<file path="src/core/xfer_timeout_pkg.sv">
`default_nettype none
package xfer_timeout_pkg;
  // port-control page protocol identifier for parallel devices
  localparam logic [3:0]  PROTOCOL_ID_PARALLEL = 4'h1;
  localparam logic [15:0] TIMEOUT_DISABLED     = 16'h0000;
  localparam logic [15:0] TIMEOUT_UNLIMITED    = 16'hFFFF;
  localparam int          CLK_HZ               = 10_000_000;
  localparam int          TICK_MS              = 1;
  localparam int          TICK_CYCLES          = CLK_HZ / 1000 * TICK_MS;
  localparam int          OFFSET_W             = 8;

  typedef enum logic [1:0] {
    TMR_IDLE    = 2'b00,
    TMR_RUN     = 2'b01,
    TMR_EXPIRED = 2'b10
  } timer_state_e;

  typedef struct packed {
    logic req_edge;
    logic ack_edge;
  } bus_events_s;
endpackage : xfer_timeout_pkg
`default_nettype wire

</file>
<file path="src/core/ms_tick_gen.sv">
`default_nettype none
module ms_tick_gen
  import xfer_timeout_pkg::*;
#(
  parameter int TICK_DIV = TICK_CYCLES
) (
  // clock and reset
  input  wire logic core_clk,
  input  wire logic reset,
  // restart aligns the tick to a freshly loaded count
  input  wire logic restart,
  output logic      tick
);
  initial begin
    if (TICK_DIV < 2) begin
      $error("ms_tick_gen: TICK_DIV must be at least 2");
    end
  end

  logic [31:0] cnt_reg;
  logic [31:0] cnt_next;

  always_comb begin
    cnt_next = cnt_reg + 32'h0000_0001;
    if (restart || cnt_reg == 32'(TICK_DIV - 1)) begin
      cnt_next = 32'h0000_0000;
    end
  end

  always_ff @(posedge core_clk or posedge reset) begin
    if (reset) begin
      cnt_reg <= 32'h0000_0000;
    end else begin
      cnt_reg <= cnt_next;
    end
  end

  assign tick = !restart && (cnt_reg == 32'(TICK_DIV - 1));
endmodule : ms_tick_gen
`default_nettype wire

</file>
<file path="src/core/sync_transfer_timeout_timer.sv">
// What this block does
// RULE1: reports protocol identifier one for parallel devices
// RULE2: timeout counted in one millisecond units
// RULE3: bus free only on unreloaded expiry
// RULE4: REQ with none outstanding loads and starts
// RULE5: REQ with some outstanding leaves timer alone
// RULE6: ACK with REQs outstanding reloads timer
// RULE7: ACK leaving none outstanding stops timer
// RULE8: zero setting disables timeout; an expiry already latched stays
// RULE9: all-ones setting means unlimited period
// RULE10: 16-bit setting, ms decrement, offset counter
`default_nettype none
module sync_transfer_timeout_timer
  import xfer_timeout_pkg::*;
#(
  parameter int TICK_DIV  = TICK_CYCLES,
  parameter int OFFSET_WD = OFFSET_W
) (
  // clock and reset
  input  wire logic        core_clk,
  input  wire logic        reset,
  // bus pins, asynchronous to core_clk
  input  wire logic        req_pin,
  input  wire logic        ack_pin,
  // configuration and connection state
  input  wire logic [15:0] timeout_ms,
  input  wire logic        connected,
  // status
  output logic [3:0]       protocol_id,
  output logic             timer_running,
  output logic [OFFSET_WD-1:0] outstanding,
  output logic             force_bus_free
);
  initial begin
    if (OFFSET_WD < 1 || OFFSET_WD > 16) begin
      $error("sync_transfer_timeout_timer: OFFSET_WD out of range");
    end
    // the divider needs room for both a restart and a tick
    if (TICK_DIV < 2) begin
      $error("sync_transfer_timeout_timer: TICK_DIV below 2");
    end
  end

  localparam int                   SYNC_LINES = 2;
  localparam logic [OFFSET_WD-1:0] OFFS_ONE   = OFFSET_WD'(1);
  localparam logic [OFFSET_WD-1:0] OFFS_MAX   = '1;
  localparam logic [15:0]          COUNT_ONE  = 16'h0001;

  // zero switches the timer off; an expiry already latched is kept
  function automatic logic setting_disabled(input logic [15:0] v);
    return v == TIMEOUT_DISABLED;
  endfunction : setting_disabled

  // all ones: the period never runs out
  function automatic logic setting_unlimited(input logic [15:0] v);
    return v == TIMEOUT_UNLIMITED;
  endfunction : setting_unlimited

  // two synchroniser stages, a third for edge detection;
  // line 0 carries REQ, line 1 carries ACK
  logic [SYNC_LINES-1:0] pin_raw;
  logic [SYNC_LINES-1:0] pin_edge;
  assign pin_raw = {ack_pin, req_pin};

  for (genvar i = 0; i < SYNC_LINES; i++) begin : g_sync
    logic [2:0] stage_reg;
    always_ff @(posedge core_clk or posedge reset) begin
      if (reset) begin
        stage_reg <= 3'h0;
      end else begin
        stage_reg <= {stage_reg[1:0], pin_raw[i]};
      end
    end
    // stage 0 may be metastable, so only stages 1 and 2 are read
    assign pin_edge[i] = stage_reg[2] ^ stage_reg[1];
  end

  // each REQ or ACK transition (either edge) is one event
  bus_events_s ev;
  always_comb begin
    ev.req_edge = pin_edge[0];
    ev.ack_edge = pin_edge[1];
  end

  timer_state_e           state_reg;
  timer_state_e           state_next;
  logic [15:0]            count_reg;
  logic [15:0]            count_next;
  logic [OFFSET_WD-1:0]   offs_reg;
  logic [OFFSET_WD-1:0]   offs_next;
  logic                   load;
  logic                   tick;
  logic                   dec_due;
  logic                   running_reg;
  logic                   running_next;
  logic                   bus_free_reg;
  logic                   bus_free_next;
  logic [3:0]             proto_reg;

  // a new load restarts the divider so a full millisecond always elapses
  ms_tick_gen #(
    .TICK_DIV(TICK_DIV)
  ) u_tick (
    .core_clk(core_clk),
    .reset   (reset),
    .restart (load),
    .tick    (tick)
  );

  // outstanding REQ offset counter [RULE10]
  // saturates: a wrap would look like nothing outstanding
  always_comb begin
    offs_next = offs_reg;
    if (!connected) begin
      offs_next = '0;
    end else if (ev.req_edge && !ev.ack_edge && offs_reg != OFFS_MAX) begin
      offs_next = offs_reg + OFFS_ONE;
    end else if (ev.ack_edge && !ev.req_edge && offs_reg != '0) begin
      offs_next = offs_reg - OFFS_ONE;
    end
  end

  always_ff @(posedge core_clk or posedge reset) begin
    if (reset) begin
      offs_reg <= '0;
    end else begin
      offs_reg <= offs_next;
    end
  end

  // unlimited never decrements [RULE9]
  assign dec_due = tick && !setting_unlimited(timeout_ms);

  always_comb begin
    state_next = state_reg;
    count_next = count_reg;
    load       = 1'b0;
    if (!connected) begin
      state_next = TMR_IDLE;
    end else begin
      case (state_reg)
        TMR_IDLE, TMR_RUN: begin
          if (ev.req_edge && offs_reg == '0) begin
            load = 1'b1; // [RULE4]
          end else if (ev.ack_edge && offs_next != '0) begin
            load = 1'b1; // [RULE6]
          end else if (ev.ack_edge && offs_next == '0) begin
            state_next = TMR_IDLE; // [RULE7]
          end
          // ev.req_edge without ev.ack_edge, offs_reg nonzero: no change [RULE5]
          if (load) begin
            count_next = timeout_ms; // [RULE2]
            state_next = TMR_RUN;
          end else if (state_reg == TMR_RUN && state_next == TMR_RUN
                       && dec_due) begin
            if (count_reg <= COUNT_ONE) begin
              count_next = 16'h0000;
              state_next = TMR_EXPIRED; // [RULE3]
            end else begin
              count_next = count_reg - COUNT_ONE; // [RULE10]
            end
          end
          if (setting_disabled(timeout_ms)) begin
            state_next = TMR_IDLE; // [RULE8]
          end
        end
        TMR_EXPIRED: begin
          // held until the connection is dropped
          state_next = TMR_EXPIRED;
        end
        default: begin
          state_next = TMR_IDLE;
        end
      endcase
    end
  end

  always_ff @(posedge core_clk or posedge reset) begin
    if (reset) begin
      state_reg <= TMR_IDLE;
      count_reg <= 16'h0000;
    end else begin
      state_reg <= state_next;
      count_reg <= count_next;
    end
  end

  // status held in its own flops so no decode glitch reaches a pin
  always_comb begin
    running_next  = (state_next == TMR_RUN);
    bus_free_next = (state_next == TMR_EXPIRED);
  end

  always_ff @(posedge core_clk or posedge reset) begin
    if (reset) begin
      running_reg  <= 1'b0;
      bus_free_reg <= 1'b0;
      proto_reg    <= PROTOCOL_ID_PARALLEL;
    end else begin
      running_reg  <= running_next;
      bus_free_reg <= bus_free_next;
      proto_reg    <= PROTOCOL_ID_PARALLEL; // [RULE1]
    end
  end

  assign protocol_id    = proto_reg; // [RULE1]
  assign timer_running  = running_reg;
  assign outstanding    = offs_reg;
  assign force_bus_free = bus_free_reg; // [RULE3]
endmodule : sync_transfer_timeout_timer
`default_nettype wire

</file>
<file path="config.mk">
export PLATFORM = sky130hd
export DESIGN_NAME = sync_transfer_timeout_timer
export DESIGN_NICKNAME = d
export VERILOG_FILES = /design/src/core/xfer_timeout_pkg.sv /design/src/core/ms_tick_gen.sv /design/src/core/sync_transfer_timeout_timer.sv
export SDC_FILE = /design/constraint.sdc
export NUM_CORES = 1
export LEC_CHECK = 0
export ABC_AREA = 1
export BUFFER_PORTS_ARGS = -buffer_cell sky130_fd_sc_hd__buf_2
export CAP_MARGIN = 20
export CORE_ASPECT_RATIO = 1.1
export CORE_MARGIN = 3
export CORE_UTILIZATION = 61
export DETAILED_ROUTE_END_ITERATION = 8
export GPL_TIMING_DRIVEN = 0
export MAX_ROUTING_LAYER = met4
export PLACE_DENSITY = 0.81
export SLEW_MARGIN = 30
export SYNTH_ARGS = -nofsm -noshare
export SYNTH_HDL_FRONTEND = slang
export SYNTH_SLANG_ARGS = --single-unit
export TNS_END_PERCENT = 1
</file>
<file path="constraint.sdc">
create_clock -name core_clk -period 2.7 [get_ports core_clk]
set_input_delay 0.675 -clock core_clk [delete_from_list [all_inputs] [get_ports core_clk]]
set_output_delay 0.675 -clock core_clk [all_outputs]
set_load 0.02 [all_outputs]
</file>
## Word level (Yosys, flattened, before mapping)

Cells that the tools add are included.

- Add/sub/neg operators: 4
- Multipliers: 0
- Div/mod/pow operators: 0
- Magnitude comparators: 1
- Equal/unequal tests: 8
- Shift operators: 0
- Muxes and demuxes: 24
- Bitwise logic cells: 2
- Reductions and logical operators: 25

Operators with widths:

| cell | count |
|---|---|
| 16-bit 2-to-1 mux | 3 |
| 32-bit by 1-bit adder with 32-bit output, second input constant | 1 |
| 32-bit by 14-bit equality test with 1-bit output, second input constant | 1 |
| 32-bit 2-to-1 mux | 1 |
| 8-bit 2-to-1 mux | 3 |
| 2-bit 2-to-1 mux | 10 |
| 16-bit equality test, second input constant | 1 |
| 16-bit by 1-bit <= comparator with 1-bit output, second input constant | 1 |
| 16-bit zero test | 1 |
| 8-bit zero test | 2 |
| 8-bit nonzero test | 2 |
| 16-bit by 1-bit subtractor with 16-bit output, second input constant | 1 |
| 1-bit logical AND | 11 |
| 8-bit by 1-bit adder with 8-bit output, second input constant | 1 |
| 8-bit != test, second input constant | 1 |
| 8-bit by 1-bit subtractor with 8-bit output, second input constant | 1 |
| 2-bit by 1-bit equality test with 1-bit output, second input constant | 3 |
| 1-bit 2-to-1 mux | 6 |
| 2-bit equality test, second input constant | 2 |
| 1-bit zero test | 4 |
| 2-bit case mux with 2 select lines | 1 |
| 3-bit AND reduction | 1 |
| 2-bit zero test | 1 |
| 2-bit nonzero test | 1 |
| 3 further kinds | 4 |

- Register bits: 66
- Latch bits: 0
- Bits in writable memories: 0
- Bits in read-only memories: 0
- Bits of input ports: 21
- Output and inout port bits: 14
- Word-level logic and storage cells: 72
- Memories kept: 0

## Longest topological paths before layout

Gate-level depths: netlist (run 1).

- Depth after elaboration: 25
- Mapped depth: 21

## By module

A second synthesis (run 1) with hierarchy kept.

- Cell total of the unflattened synthesis: 717
- Area total of the unflattened synthesis: 4740.8 um2

By module, submodules not included:

| module | times used | cells each | area an instance (um2) |
|---|---|---|---|
| sync_transfer_timeout_timer | 1 | 392 | 2667.6 |
| ms_tick_gen | 1 | 325 | 2073.2 |

## Worst setup path after synthesis (run 1)

Ideal clock, no wire load.

- Path kind: register -> register
- Start: reg offs_reg[0] (netlist: outstanding[0])
- End: reg u_tick.cnt_reg[19]
- Library setup time: 68 ps
- Arrival: 2348 ps
- Required time: 2632 ps
- Path slack: 284 ps
- Stages on the path, launching flop included: 20
- Buffers on the path: 2
- Period minus slack after synthesis: 2416 ps
- Cell sequence: dfrtp_1 inv_1 ha_1 nand2_4 nor2_4 nor2_4 nand2_1 nand2_1 nand2_1 nand3_1 nand2_1 nor2_2 nand2_2 nand2_4 nand2_4 nand2_8 nand2_2 buf_6 buf_12 nor2_4

- Cells in the longest elaborated chain, start to end: 15

Ends and longest elaborated chain:

| what | RTL line | source |
|---|---|---|
| start, declared | sync_transfer_timeout_timer.sv:89 | `logic [OFFSET_WD-1:0] offs_reg;` |
| start signal, assigned | sync_transfer_timeout_timer.sv:127 | `offs_reg <= offs_next;` |
| branches (longest 8 deep; another with 8-bit by 1-bit subtractor with 8-bit output) | n/a |  |
| 1-bit 2-to-1 mux * | sync_transfer_timeout_timer.sv:143 | `if (ev.req_edge && offs_reg == '0) begin` |
| 1-bit 2-to-1 mux * | sync_transfer_timeout_timer.sv:141 | `case (state_reg)` |
| 1-bit 2-to-1 mux * | sync_transfer_timeout_timer.sv:138 | `if (!connected) begin` |
| 1-bit 2-to-1 mux * | sync_transfer_timeout_timer.sv:141 |  |
| 1-bit 2-to-1 mux * | sync_transfer_timeout_timer.sv:138 |  |
| 1-bit logical OR * | ms_tick_gen.sv:25 | `if (restart \|\| cnt_reg == 32'(TICK_DIV - 1)) begin` |
| 32-bit 2-to-1 mux * | ms_tick_gen.sv:25 |  |
| via u_tick.cnt_next[19] | ms_tick_gen.sv:21 | `logic [31:0] cnt_next;` |
| end signal, assigned | ms_tick_gen.sv:34 | `cnt_reg <= cnt_next;` |
| end, declared | ms_tick_gen.sv:20 | `logic [31:0] cnt_reg;` |

Mark *: on every way through the listed nets, which the timed path passes. The select of a mux whose other input is x is not followed.
A chain may end at the register's enable or synchronous reset.

## Worst setup path after layout (run 1)

- Start: reg offs_reg[0] (netlist: outstanding[0])
- End: reg u_tick.cnt_reg[24]

The elaborated chain is that of the path after synthesis.

==> run summary, run 1 <==
Largest net degree at the start of global routing = 47
Post-synthesis sequential area ratio = 38.3%
Status = finished, final reports clean
Async set-reset flop share out of synthesis = 100%
Most numerous cell in the Yosys netlist = nand2_1
Root Driver = clkbuf_8
Worst flop-to-flop path startpoint = outstanding[0]
Final Hold Slack = 0.262 ns
Max reg flops = 32
WS Path Type = reg -> reg
Tcrit/Tclk final = 93.1%
Top_reg_cell synth = dfrtp_1
Synth area leaders = dfrtp_1 (38%), nand2_1 (14%), inv_1 (6.7%)
Die Y-Extent = 94.2 um
RSZ-0062 raised after global routing = true
Post-DRT Antenna Nets = 0
Area Growth Syn to Fin = 13.5%
Row count = 31
Fill cells = 537
Clock Tree Buf Depth = 2
Worst min path class = in -> async
Synth cell count leaders = nand2_1 (164), inv_1 (77), nor2_1 (67)
Slew Viols, Final = 0
Skew final = 0.0162 ns
Setup WS pre-CTS = -0.00125 ns
CTS Hold Buffers Added = 0
Worst VDD drop = 406 uV
Clock slew at reported path FFs = 0.09 ns
DRT iter0 DRCs = 269
CTS Buf Count = 9
Global-route wire length before repair = 16,500 um
Vias in the first global route = 3,775
Final hold vios = 0
Synth area leader = dfrtp_1
Initial core utilization = 64.2%
GPL Wtd Cong = 0.947
Multi-input logic area = 2310 um2
Vias per cell = 5.45
Synth Instances = 598
Synthesized flop and latch total = 66
Number of synthesized flops with an enable pin = 0
H-Tree Depth = 3
Yosys top cell area share = 38.3%
Routed WL = 9870 um
DR DRC count = 0
Total number of vias = 3,970
Synthesized cell area = 4310 um2
Setup ws final = 0.186 ns
WL/cell = 13.5 um
Storage element area = 1650 um2
Worst-path fanout max = 10
Clk sinks = 66
Die area = 8110 um2
CTS tree = built
Clk_lat worst skew = 0.35 ns
Synth Area per Inst = 7.21 um2
I/O Buffers = 29
Crit. End Element = flop
CP Launch Type = flop
Critical R2R Capture = u_tick.cnt_reg[24]
Cell area power density = 716 nW/um2
Boundary pin count = 35
Total gr overflow = 0
Max Cap Viol = 0
Setup violators final = 0
Synth warn = 0
Share of cells above drive strength 1 = 17.9%
Pre-antenna DRT Iters = 4
CP arrival = 2.74 ns
Diode count = 0
Period minus WS final = 2.51 ns
FF-to-FF setup slack = 0.19 ns
Maximum clock frequency = 398 MHz
Initial antenna violation count = 0
Post-synthesis cell type count = 38
Layout Nets = 668
Final Power = 3500 uW
DPL Wire Length = 7140 um
Die span in x = 86.2 um
Core area = 6710 um2
Critical Path RT = 2.93 ns
Leakage power = 0.00249 uW
Reg2reg path depth = 18
Total GRT Usage = 26.1%
-- worst max path at each step --
stage	start	end	slack, ns
5_1_grt	outstanding[0]	u_tick.cnt_reg[19]	-0.03
6_report	outstanding[0]	u_tick.cnt_reg[24]	0.19
4_1_cts	outstanding[0]	u_tick.cnt_reg[24]	0.05
3_3_place_gp	reset	outstanding[3]	-0.40
2_1_floorplan	outstanding[0]	u_tick.cnt_reg[19]	0.28
3_5_place_dp	outstanding[0]	count_reg[14]	-0.001
-- placed cells by master, fill, tap and decap left out, types with 2 or more instances in the layout --
cell	netlist	routed
clkinv_4	0	2
nor2_4	13	14
inv_6	0	2
a21oi_1	8	8
nand2_1	164	164
clkbuf_1	2	2
buf_2	3	32
xnor2_1	7	7
nand3_1	39	39
nor3_1	30	28
o21ai_1	3	6
dfrtp_1	66	64
nand2_4	5	5
xor2_1	17	17
inv_1	77	75
bufinv_16	0	2
buf_4	5	6
dfrtp_2	0	2
nor4_1	8	7
or2_2	8	8
o21ai_0	18	15
clkbuf_8	0	9
ha_1	5	3
nor2_2	5	6
conb_1	2	4
nand3b_1	2	2
inv_2	3	3
inv_4	1	3
nand4_1	20	20
nor2_1	67	65
nand2_2	6	6
nor3_2	1	2
-- metrics by stage --
stage	utilization [%]	area, um2	setup TNS [ns]	std cells
after detailed placement	68.5	4600	-0.00125	712
after CTS	71.9	4820	0	728
after floorplan	-	4320	0	600
after global routing	72.9	4890	-0.248	729
final	72.9	4890	0	729
after global placement	68.0	4570	-26.29	711
-- worst max-delay path, cell delays in order (launching register included) --
cell and delay (ns):
dfrtp_2 0.44, ha_2 0.22, nand2_2 0.08, nor2_4 0.14, nand3_4 0.11, nand2_4 0.12
inv_2 0.08, o21ai_1 0.09, nand3_1 0.12, nand2_1 0.12, nor2_2 0.06, nand2_2 0.07
nand2_4 0.06, nand2_4 0.12, nand2_8 0.08, nand2_2 0.10, buf_8 0.15, buf_12 0.18
nor2_4 0.04
-- repair_timing --
action	CTS	global route
pin swaps	0	3
resized for setup	1	18
setup buffers	0	1
endpoints found under the hold margin	0	0
endpoints found under the setup margin	11	47
-- per-layer routing --
layer | track usage, % | vias up | routed length [um] | part of all wire (%)
met1 | 31.5 | 1852 | 4160 | 42
met5 | - | - | 0 | 0
met2 | 43.9 | 117 | 5000 | 51
met4 | 9.63 | 0 | 219 | 2.2
met3 | 4.47 | 24 | 500 | 5.1
li1 | - | 1977 | - | -
-- layout make-up --
type | instances | share of cell area (%)
Inverter | 81 | 6.37
Clock inverter | 7 | 2.05
Tap cell | 82 | 2.10
Buffer | 14 | 2.28
Clock buffer | 9 | 2.53
Timing Repair Buffer | 31 | 3.68
Multi-Input combinational cell | 439 | 47.2
Sequential cell | 66 | 33.8
-- cells by family (layout without fill, tap and decap cells) --
kind of cell               count (synthesis)  count (layout)  synth area share (%)
buffers and inverters                     95             142                  9.61
other                                      2               4                 0.174
DFF                                       66              66                  38.3
and+or+nand+nor                          373             373                  41.5
AOI/OAI and AO/OA                         33              33                  4.12
adders and majority gates                  5               5                  1.45
xor gates and xnor gates                  24              24                  4.88
-- where the power goes --
part           total (uW)  internal [uW]  switching, uW
combinational        1210            471            742
sequential           1340           1150            189
clock                 946            528            418
total                3500           2150           1350
(Power assumes the default switching activity.)
==> run 2: changes to the inputs <==
--- a/config.mk
+++ b/config.mk
@@ -5,16 +5,15 @@
 export SDC_FILE = /design/constraint.sdc
 export NUM_CORES = 1
 export LEC_CHECK = 0
-export ABC_AREA = 1
 export BUFFER_PORTS_ARGS = -buffer_cell sky130_fd_sc_hd__buf_2
 export CAP_MARGIN = 20
 export CORE_ASPECT_RATIO = 1.1
 export CORE_MARGIN = 3
-export CORE_UTILIZATION = 61
+export CORE_UTILIZATION = 60
 export DETAILED_ROUTE_END_ITERATION = 8
 export GPL_TIMING_DRIVEN = 0
 export MAX_ROUTING_LAYER = met4
-export PLACE_DENSITY = 0.81
+export PLACE_DENSITY = 0.8
 export SLEW_MARGIN = 30
 export SYNTH_ARGS = -nofsm -noshare
 export SYNTH_HDL_FRONTEND = slang
==> run 2 against run 1 <==
The run now ends with negative setup slack left; sequential share of layout area fell by 0.37 points; design area rose by 1.4%; area after synthesis is 7.5% lower; power increased by 6.1%; register-to-register slack got worse by 0.53 ns; first-iteration DRC count is 57% higher; final cell count shrank 18%; via count is 3.7% lower; synthesized cell count down 25%; clock power down 10%; sequential power hardly changed; critical path type unchanged; largest cell class unchanged.
==> run summary, run 2 <==
Leakage power = 0.00217 uW
Slew margin rel. = 40.1%
WS Path Type = reg -> reg
Largest net degree at the start of global routing = 39
DR DRC count = 0
Layout Nets = 539
CP Launch Type = flop
Synthesized cell area = 3990 um2
Logic pwr share = 40.3%
Post-synthesis cell type count = 58
NetSw = 1420 uW
Clock Tree Buf Depth = 2
Initial core utilization = 63.3%
Simple-gate portion of the synthesized area = 32.3%
Reg2reg path depth = 10
Fin Setup TNS = -12.41 ns
Fill cells = 397
Worst setup path endpoint = count_reg[6]
Worst flop-to-flop path startpoint = outstanding[1]
GPL Wtd Cong = 0.921
Initial antenna violation count = 0
Total GRT Usage = 27.3%
Crit. End Element = flop
Clk sinks = 66
Seq pwr share = 36.8%
RSZ-0062 raised after global routing = true
Maximum clock frequency = 329 MHz
Synth Area in Compound Gates = 10.7%
CP startpoint = outstanding[1]
I/O Buffers = 30
Most frequent cells in the layout = nor2_1 (62), dfrtp_1 (60), buf_2 (33)
Setup ws final = -0.339 ns
DPL Wire Length = 6770 um
Clock power share = 22.9%
Max reg flops = 32
Synth Instances = 451
Tcrit/Tclk final = 113%
CP bufs+invs = 1
Skew final = 0.00698 ns
Final hold vios = 0
Crit path depth = 10
Synthesized flop and latch total = 66
Routed WL = 10,400 um
Max Cap Viol = 0
Placed insts = 564
Post-DRT Antenna Nets = 0
Design area = 4960 um2
Int Pwr = 2290 uW
Root Driver = clkbuf_8
Worst min path class = in -> async
Slowest cell delay on critical path = 0.53 ns
Failing checks = negative setup slack
Switching share of total power = 38.3%
CP arrival = 3.33 ns
Synth Area in XOR/XNOR = 8.12%
Global-route wire length before repair = 16,400 um
Total number of vias = 3,825
Slew @ Worst Pin = 0.891 ns
Post-synthesis sequential area ratio = 41.4%
Pre-antenna DRT Iters = 7
Setup violators final = 52
CTS tree = built
Number of synthesized flops with an enable pin = 0
Synth area leaders = dfrtp_1 (41%), nor2_1 (5.8%), xnor2_1 (5.1%)
CP Cell Sequence = ha_1 > and3_1 > a2111oi_2 > o21ai_2 > o311ai_4 > nand3_2 > o21a_4 > buf_4 > or4b_4 > nand4_1
Vias per cell = 6.40
CTS Buf Count = 9
Worst VDD drop = 499 uV
Die Y-Extent = 91.5 um
Async set-reset flop share out of synthesis = 100%
Period minus WS final = 3.04 ns
Total gr overflow = 0
Slew Viols, Final = 0
Post-Synth Adder-Cell Area = 1.57%
Diode count = 0
Die span in x = 83.7 um
Synth cell count leaders = dfrtp_1 (66), nor2_1 (62), nand2_1 (30)
Storage element area = 1660 um2
DRT iter0 DRCs = 422
Synth Area per Inst = 8.84 um2
Most numerous cell in the Yosys netlist = dfrtp_1
Yosys top cell area share = 41.4%
Vias in the first global route = 3,567
H-Tree Depth = 3
Synth warn = 0
Clk_lat worst skew = 0.35 ns
Area after DPL = 4310 um2
Core area = 6310 um2
Mux contribution to synthesized area = 1.54%
Finished Layout Cells = 598
Critical R2R Capture = count_reg[6]
Crit path max-delay cell type = or4b_4
WL/cell = 17.4 um
Row count = 30
Commonest non-fill, non-tap cell in the layout = nor2_1
Boundary pin count = 35
Clock slew at reported path FFs = 0.08 ns
Top_reg_cell synth = dfrtp_1
Cell area power density = 749 nW/um2
Area Growth Syn to Fin = 24.3%
Util after Layout = 78.7%
CTS Hold Buffers Added = 0
FF-to-FF setup slack = -0.34 ns
Die area = 7660 um2
Main combinational cell family by area after synthesis = simple AND/OR/NAND/NOR gates
Synth area leader = dfrtp_1
Final Power = 3710 uW
Multi-input logic area = 2450 um2
Critical Path RT = 2.99 ns
Critical path's top delay family = compound AO/OA/AOI/OAI gates
Status = finished, violations left
Share of cells above drive strength 1 = 25.7%
Worst-path fanout max = 7
[run 2: per-layer routing]
layer,global-route usage (%),share of wire (%),vias to the layer above,wire length [um]
met4,10.2,2.3,0,242
met1,33.0,41,1834,4220
met5,-,0,-,0
li1,-,-,1765,-
met3,5.44,6.9,35,721
met2,45.2,50,191,5190
[run 2: worst register-to-register path: cells and delay by family (launching register included)]
family                     cells  cell delay [ns]
AOI/OAI and AO/OA              4             1.05
and+or+nand+nor                4             1.01
DFF                            1             0.46
adders and majority gates      1             0.31
buffers and inverters          1             0.14
[run 2: worst min path at each step]
| stage | end | slack [ns] | depth (start not counted) |
|---|---|---|---|
| after CTS | g_sync[1].stage_reg[0] | 0.31 | 2 |
| after detailed placement | g_sync[0].stage_reg[1] | 0.33 | 0 |
| after global routing | g_sync[1].stage_reg[0] | 0.33 | 2 |
| after global placement | g_sync[1].stage_reg[1] | 0.33 | 0 |
| after floorplan | g_sync[0].stage_reg[1] | 0.33 | 0 |
| final | g_sync[1].stage_reg[0] | 0.30 | 2 |
[run 2: final cells by class]
cell class              count  area share, %
multi-input cells         349           49.4
flip-flops and latches     66           33.5
repair buffers             51           6.61
plain buffers              22           3.36
clock buffers              10           2.57
well taps                  80           2.02
clock inverters             6           1.46
inverters                  14           1.16
[run 2: through the flow]
| step | hold slack (ns) | worst slack, ns |
|---|---|---|
| after floorplan | 0.331 | -0.136 |
| after global placement | 0.333 | -0.633 |
| after detailed placement | 0.335 | -0.648 |
| after CTS | 0.307 | -0.252 |
| after global routing | 0.331 | -0.410 |
| final | 0.299 | -0.339 |
[run 2: cells by family (layout without fill, tap and decap cells)]
| logic type | Yosys count | in the layout |
|---|---|---|
| simple gates | 239 | 239 |
| flops | 66 | 66 |
| compound gates | 58 | 58 |
| buf+inv | 38 | 103 |
| xor+xnor | 37 | 37 |
| mux | 6 | 6 |
| fa+ha+maj | 5 | 5 |
| other cells | 2 | 4 |
[run 2: power groups by stage]
stage	Clock, uW	Combinational, uW	Sequential, uW
floorplan	0	810	1370
global placement	0	1060	1380
detailed placement	0	1090	1390
CTS	866	1300	1360
global route	915	1620	1390
finish	851	1500	1370
[run 2: timing repair]
action	4_1_cts	5_1_grt
buffers inserted	14	6
resized for setup	37	32
pin swaps	11	17
endpoints found under the setup margin	52	52
==> run 3: changes to the inputs <==
--- a/config.mk
+++ b/config.mk
@@ -5,15 +5,15 @@
 export SDC_FILE = /design/constraint.sdc
 export NUM_CORES = 1
 export LEC_CHECK = 0
-export BUFFER_PORTS_ARGS = -buffer_cell sky130_fd_sc_hd__buf_2
+export BUFFER_PORTS_ARGS = -buffer_cell sky130_fd_sc_hd__buf_4
 export CAP_MARGIN = 20
 export CORE_ASPECT_RATIO = 1.1
 export CORE_MARGIN = 3
-export CORE_UTILIZATION = 60
+export CORE_UTILIZATION = 25
+export CTS_BUF_LIST = sky130_fd_sc_hd__clkbuf_8
 export DETAILED_ROUTE_END_ITERATION = 8
 export GPL_TIMING_DRIVEN = 0
 export MAX_ROUTING_LAYER = met4
-export PLACE_DENSITY = 0.8
 export SLEW_MARGIN = 30
 export SYNTH_ARGS = -nofsm -noshare
 export SYNTH_HDL_FRONTEND = slang
==> run 3 against run 2 <==
Count of clock-buffer cells in the layout is the same; the flow still finishes with violations (negative setup slack); critical endpoint is now count_reg[7]; critical path depth fell by 1; global-route usage decreased by 14 points; critical path type unchanged; combinational power increased by 6%; setup slack improved by 0.066 ns.
==> run summary, run 3 (synthesis results as in run 2) <==
Reg2reg path depth = 9
RSZ-0062 raised after global routing = true
Pre-antenna DRT Iters = 4
Critical R2R Capture = count_reg[7]
Setup violators final = 52
Clk_lat worst skew = 0.35 ns
Slew @ Worst Pin = 0.991 ns
Worst min path class = in -> async
DR DRC count = 0
Row count = 47
CTS Hold Buffers Added = 0
Crit. End Element = flop
WL/cell = 16.0 um
Period minus WS final = 2.97 ns
Boundary pin count = 35
Failing checks = negative setup slack
Global-route wire length before repair = 18,700 um
Critical path's top delay family = simple AND/OR/NAND/NOR gates
I/O Buffers = 30
Slew Viols, Final = 0
Initial core utilization = 26.0%
Max reg flops = 32
CTS Buf Count = 9
Slowest cell delay on critical path = 0.53 ns
Setup WS pre-CTS = -0.703 ns
Layout Nets = 541
Diode count = 0
DRT iter0 DRCs = 295
Clock slew at reported path FFs = 0.08 ns
CP arrival = 3.21 ns
Setup ws final = -0.273 ns
CP bufs+invs = 1
Largest net degree at the start of global routing = 44
Leakage power = 0.00220 uW
GPL Wtd Cong = 0.930
Slew margin rel. = 33.4%
Most frequent cells in the layout = dfrtp_1 (58), nor2_1 (57), buf_4 (53)
Area Growth Syn to Fin = 31.6%
Area after DPL = 4530 um2
Root Driver = clkbuf_8
Status = finished, violations left
Routed WL = 11,500 um
Worst flop-to-flop path startpoint = outstanding[5]
Die span in x = 126 um
Share of cells above drive strength 1 = 27.1%
Max Cap Viol = 0
Clock power share = 19.7%
Logic pwr share = 42.9%
Die Y-Extent = 138 um
Maximum clock frequency = 336 MHz
Design area = 5250 um2
Crit path max-delay cell type = or4_4
Clk sinks = 66
Critical Path RT = 2.94 ns
Post-DRT Antenna Nets = 0
Vias in the first global route = 3,794
Total gr overflow = 0
Worst-path fanout max = 10
CTS tree = built
Vias per cell = 5.21
DPL Wire Length = 7700 um
Seq pwr share = 37.3%
Cell area power density = 706 nW/um2
Commonest non-fill, non-tap cell in the layout = dfrtp_1
H-Tree Depth = 3
Worst VDD drop = 209 uV
CP Launch Type = flop
Final hold vios = 0
Skew final = 0.0107 ns
Initial antenna violation count = 0
Total GRT Usage = 13.4%
Die area = 17,500 um2
NetSw = 1440 uW
Clock Tree Buf Depth = 2
Tcrit/Tclk final = 110%
CP Cell Sequence = or4_4 > and4_4 > and2_4 > o41ai_4 > nand3_4 > o21a_4 > buf_8 > and3_1 > or3_1
WS Path Type = reg -> reg
Core area = 15,300 um2
Fill cells = 1,499
Fin Setup TNS = -8.85 ns
FF-to-FF setup slack = -0.27 ns
Int Pwr = 2270 uW
Total number of vias = 3,728
Switching share of total power = 38.8%
==> run 3: cell count changes in the layout (fill, tap and decap cells not counted), sizes merged <==
cell,delta
clkbuf,-4
bufinv,-1
buf,+5
o21a,+1
clkinv,+1
inv,+1
clkinvlp,-1
==> run 3: timing repair <==
| item | 4_1_cts | 5_1_grt |
|---|---|---|
| gates resized for setup | 53 | 37 |
| setup endpoints to repair | 52 | 52 |
| setup buffers | 15 | 6 |
| pin swaps | 9 | 17 |
| gates cloned | 1 | 1 |
==> run 3: per-layer routing <==
layer | share of wire (%) | GRT usage [%]
met1 | 42 | 15.1
met2 | 51 | 22.7
met4 | 2.8 | 5.65
met5 | 0 | -
met3 | 4.9 | 3.16
==> run 3: final cells by class <==
class                           count  area, um2  area share (%)
Buffer                             21        184            3.51
Clock buffer                       10        138            2.62
Clock inverter                      6       26.3           0.501
Inverter                           14       55.1            1.05
Multi-Input combinational cell    350       2510            47.8
Sequential cell                    66       1660            31.7
Tap cell                          196        245            4.67
Timing Repair Buffer               53        432            8.23
==> run 3: worst max path at each step <==
stage	startpoint	to	slack [ns]	cells after the start
6_report	outstanding[5]	count_reg[7]	-0.27	9
5_1_grt	count_reg[0]	count_reg[13]	-0.32	8
4_1_cts	count_reg[0]	count_reg[13]	-0.23	8
3_5_place_dp	outstanding[1]	count_reg[5]	-0.70	10
3_3_place_gp	reset	outstanding[2]	-0.80	2
2_1_floorplan	count_reg[0]	count_reg[13]	-0.14	8
==> run 3: power by group through the flow <==
stage                     Combinational (uW)  Sequential (uW)  Clock (uW)
after floorplan                          810             1370           0
after global placement                  1100             1390           0
after detailed placement                1140             1400           0
after CTS                               1430             1370         762
after global routing                    1730             1400         811
final                                   1590             1380         731
==> run 3: stage by stage <==
step / total power, uW / cells / util, % / hold slack [ns]
2_1_floorplan: 2180 / 453 / - / 0.331
3_3_place_gp: 2490 / 679 / 29.3 / 0.338
3_5_place_dp: 2540 / 680 / 29.5 / 0.336
4_1_cts: 3560 / 710 / 33.1 / 0.286
5_1_grt: 3940 / 716 / 34.2 / 0.299
6_report: 3710 / 716 / 34.2 / 0.291
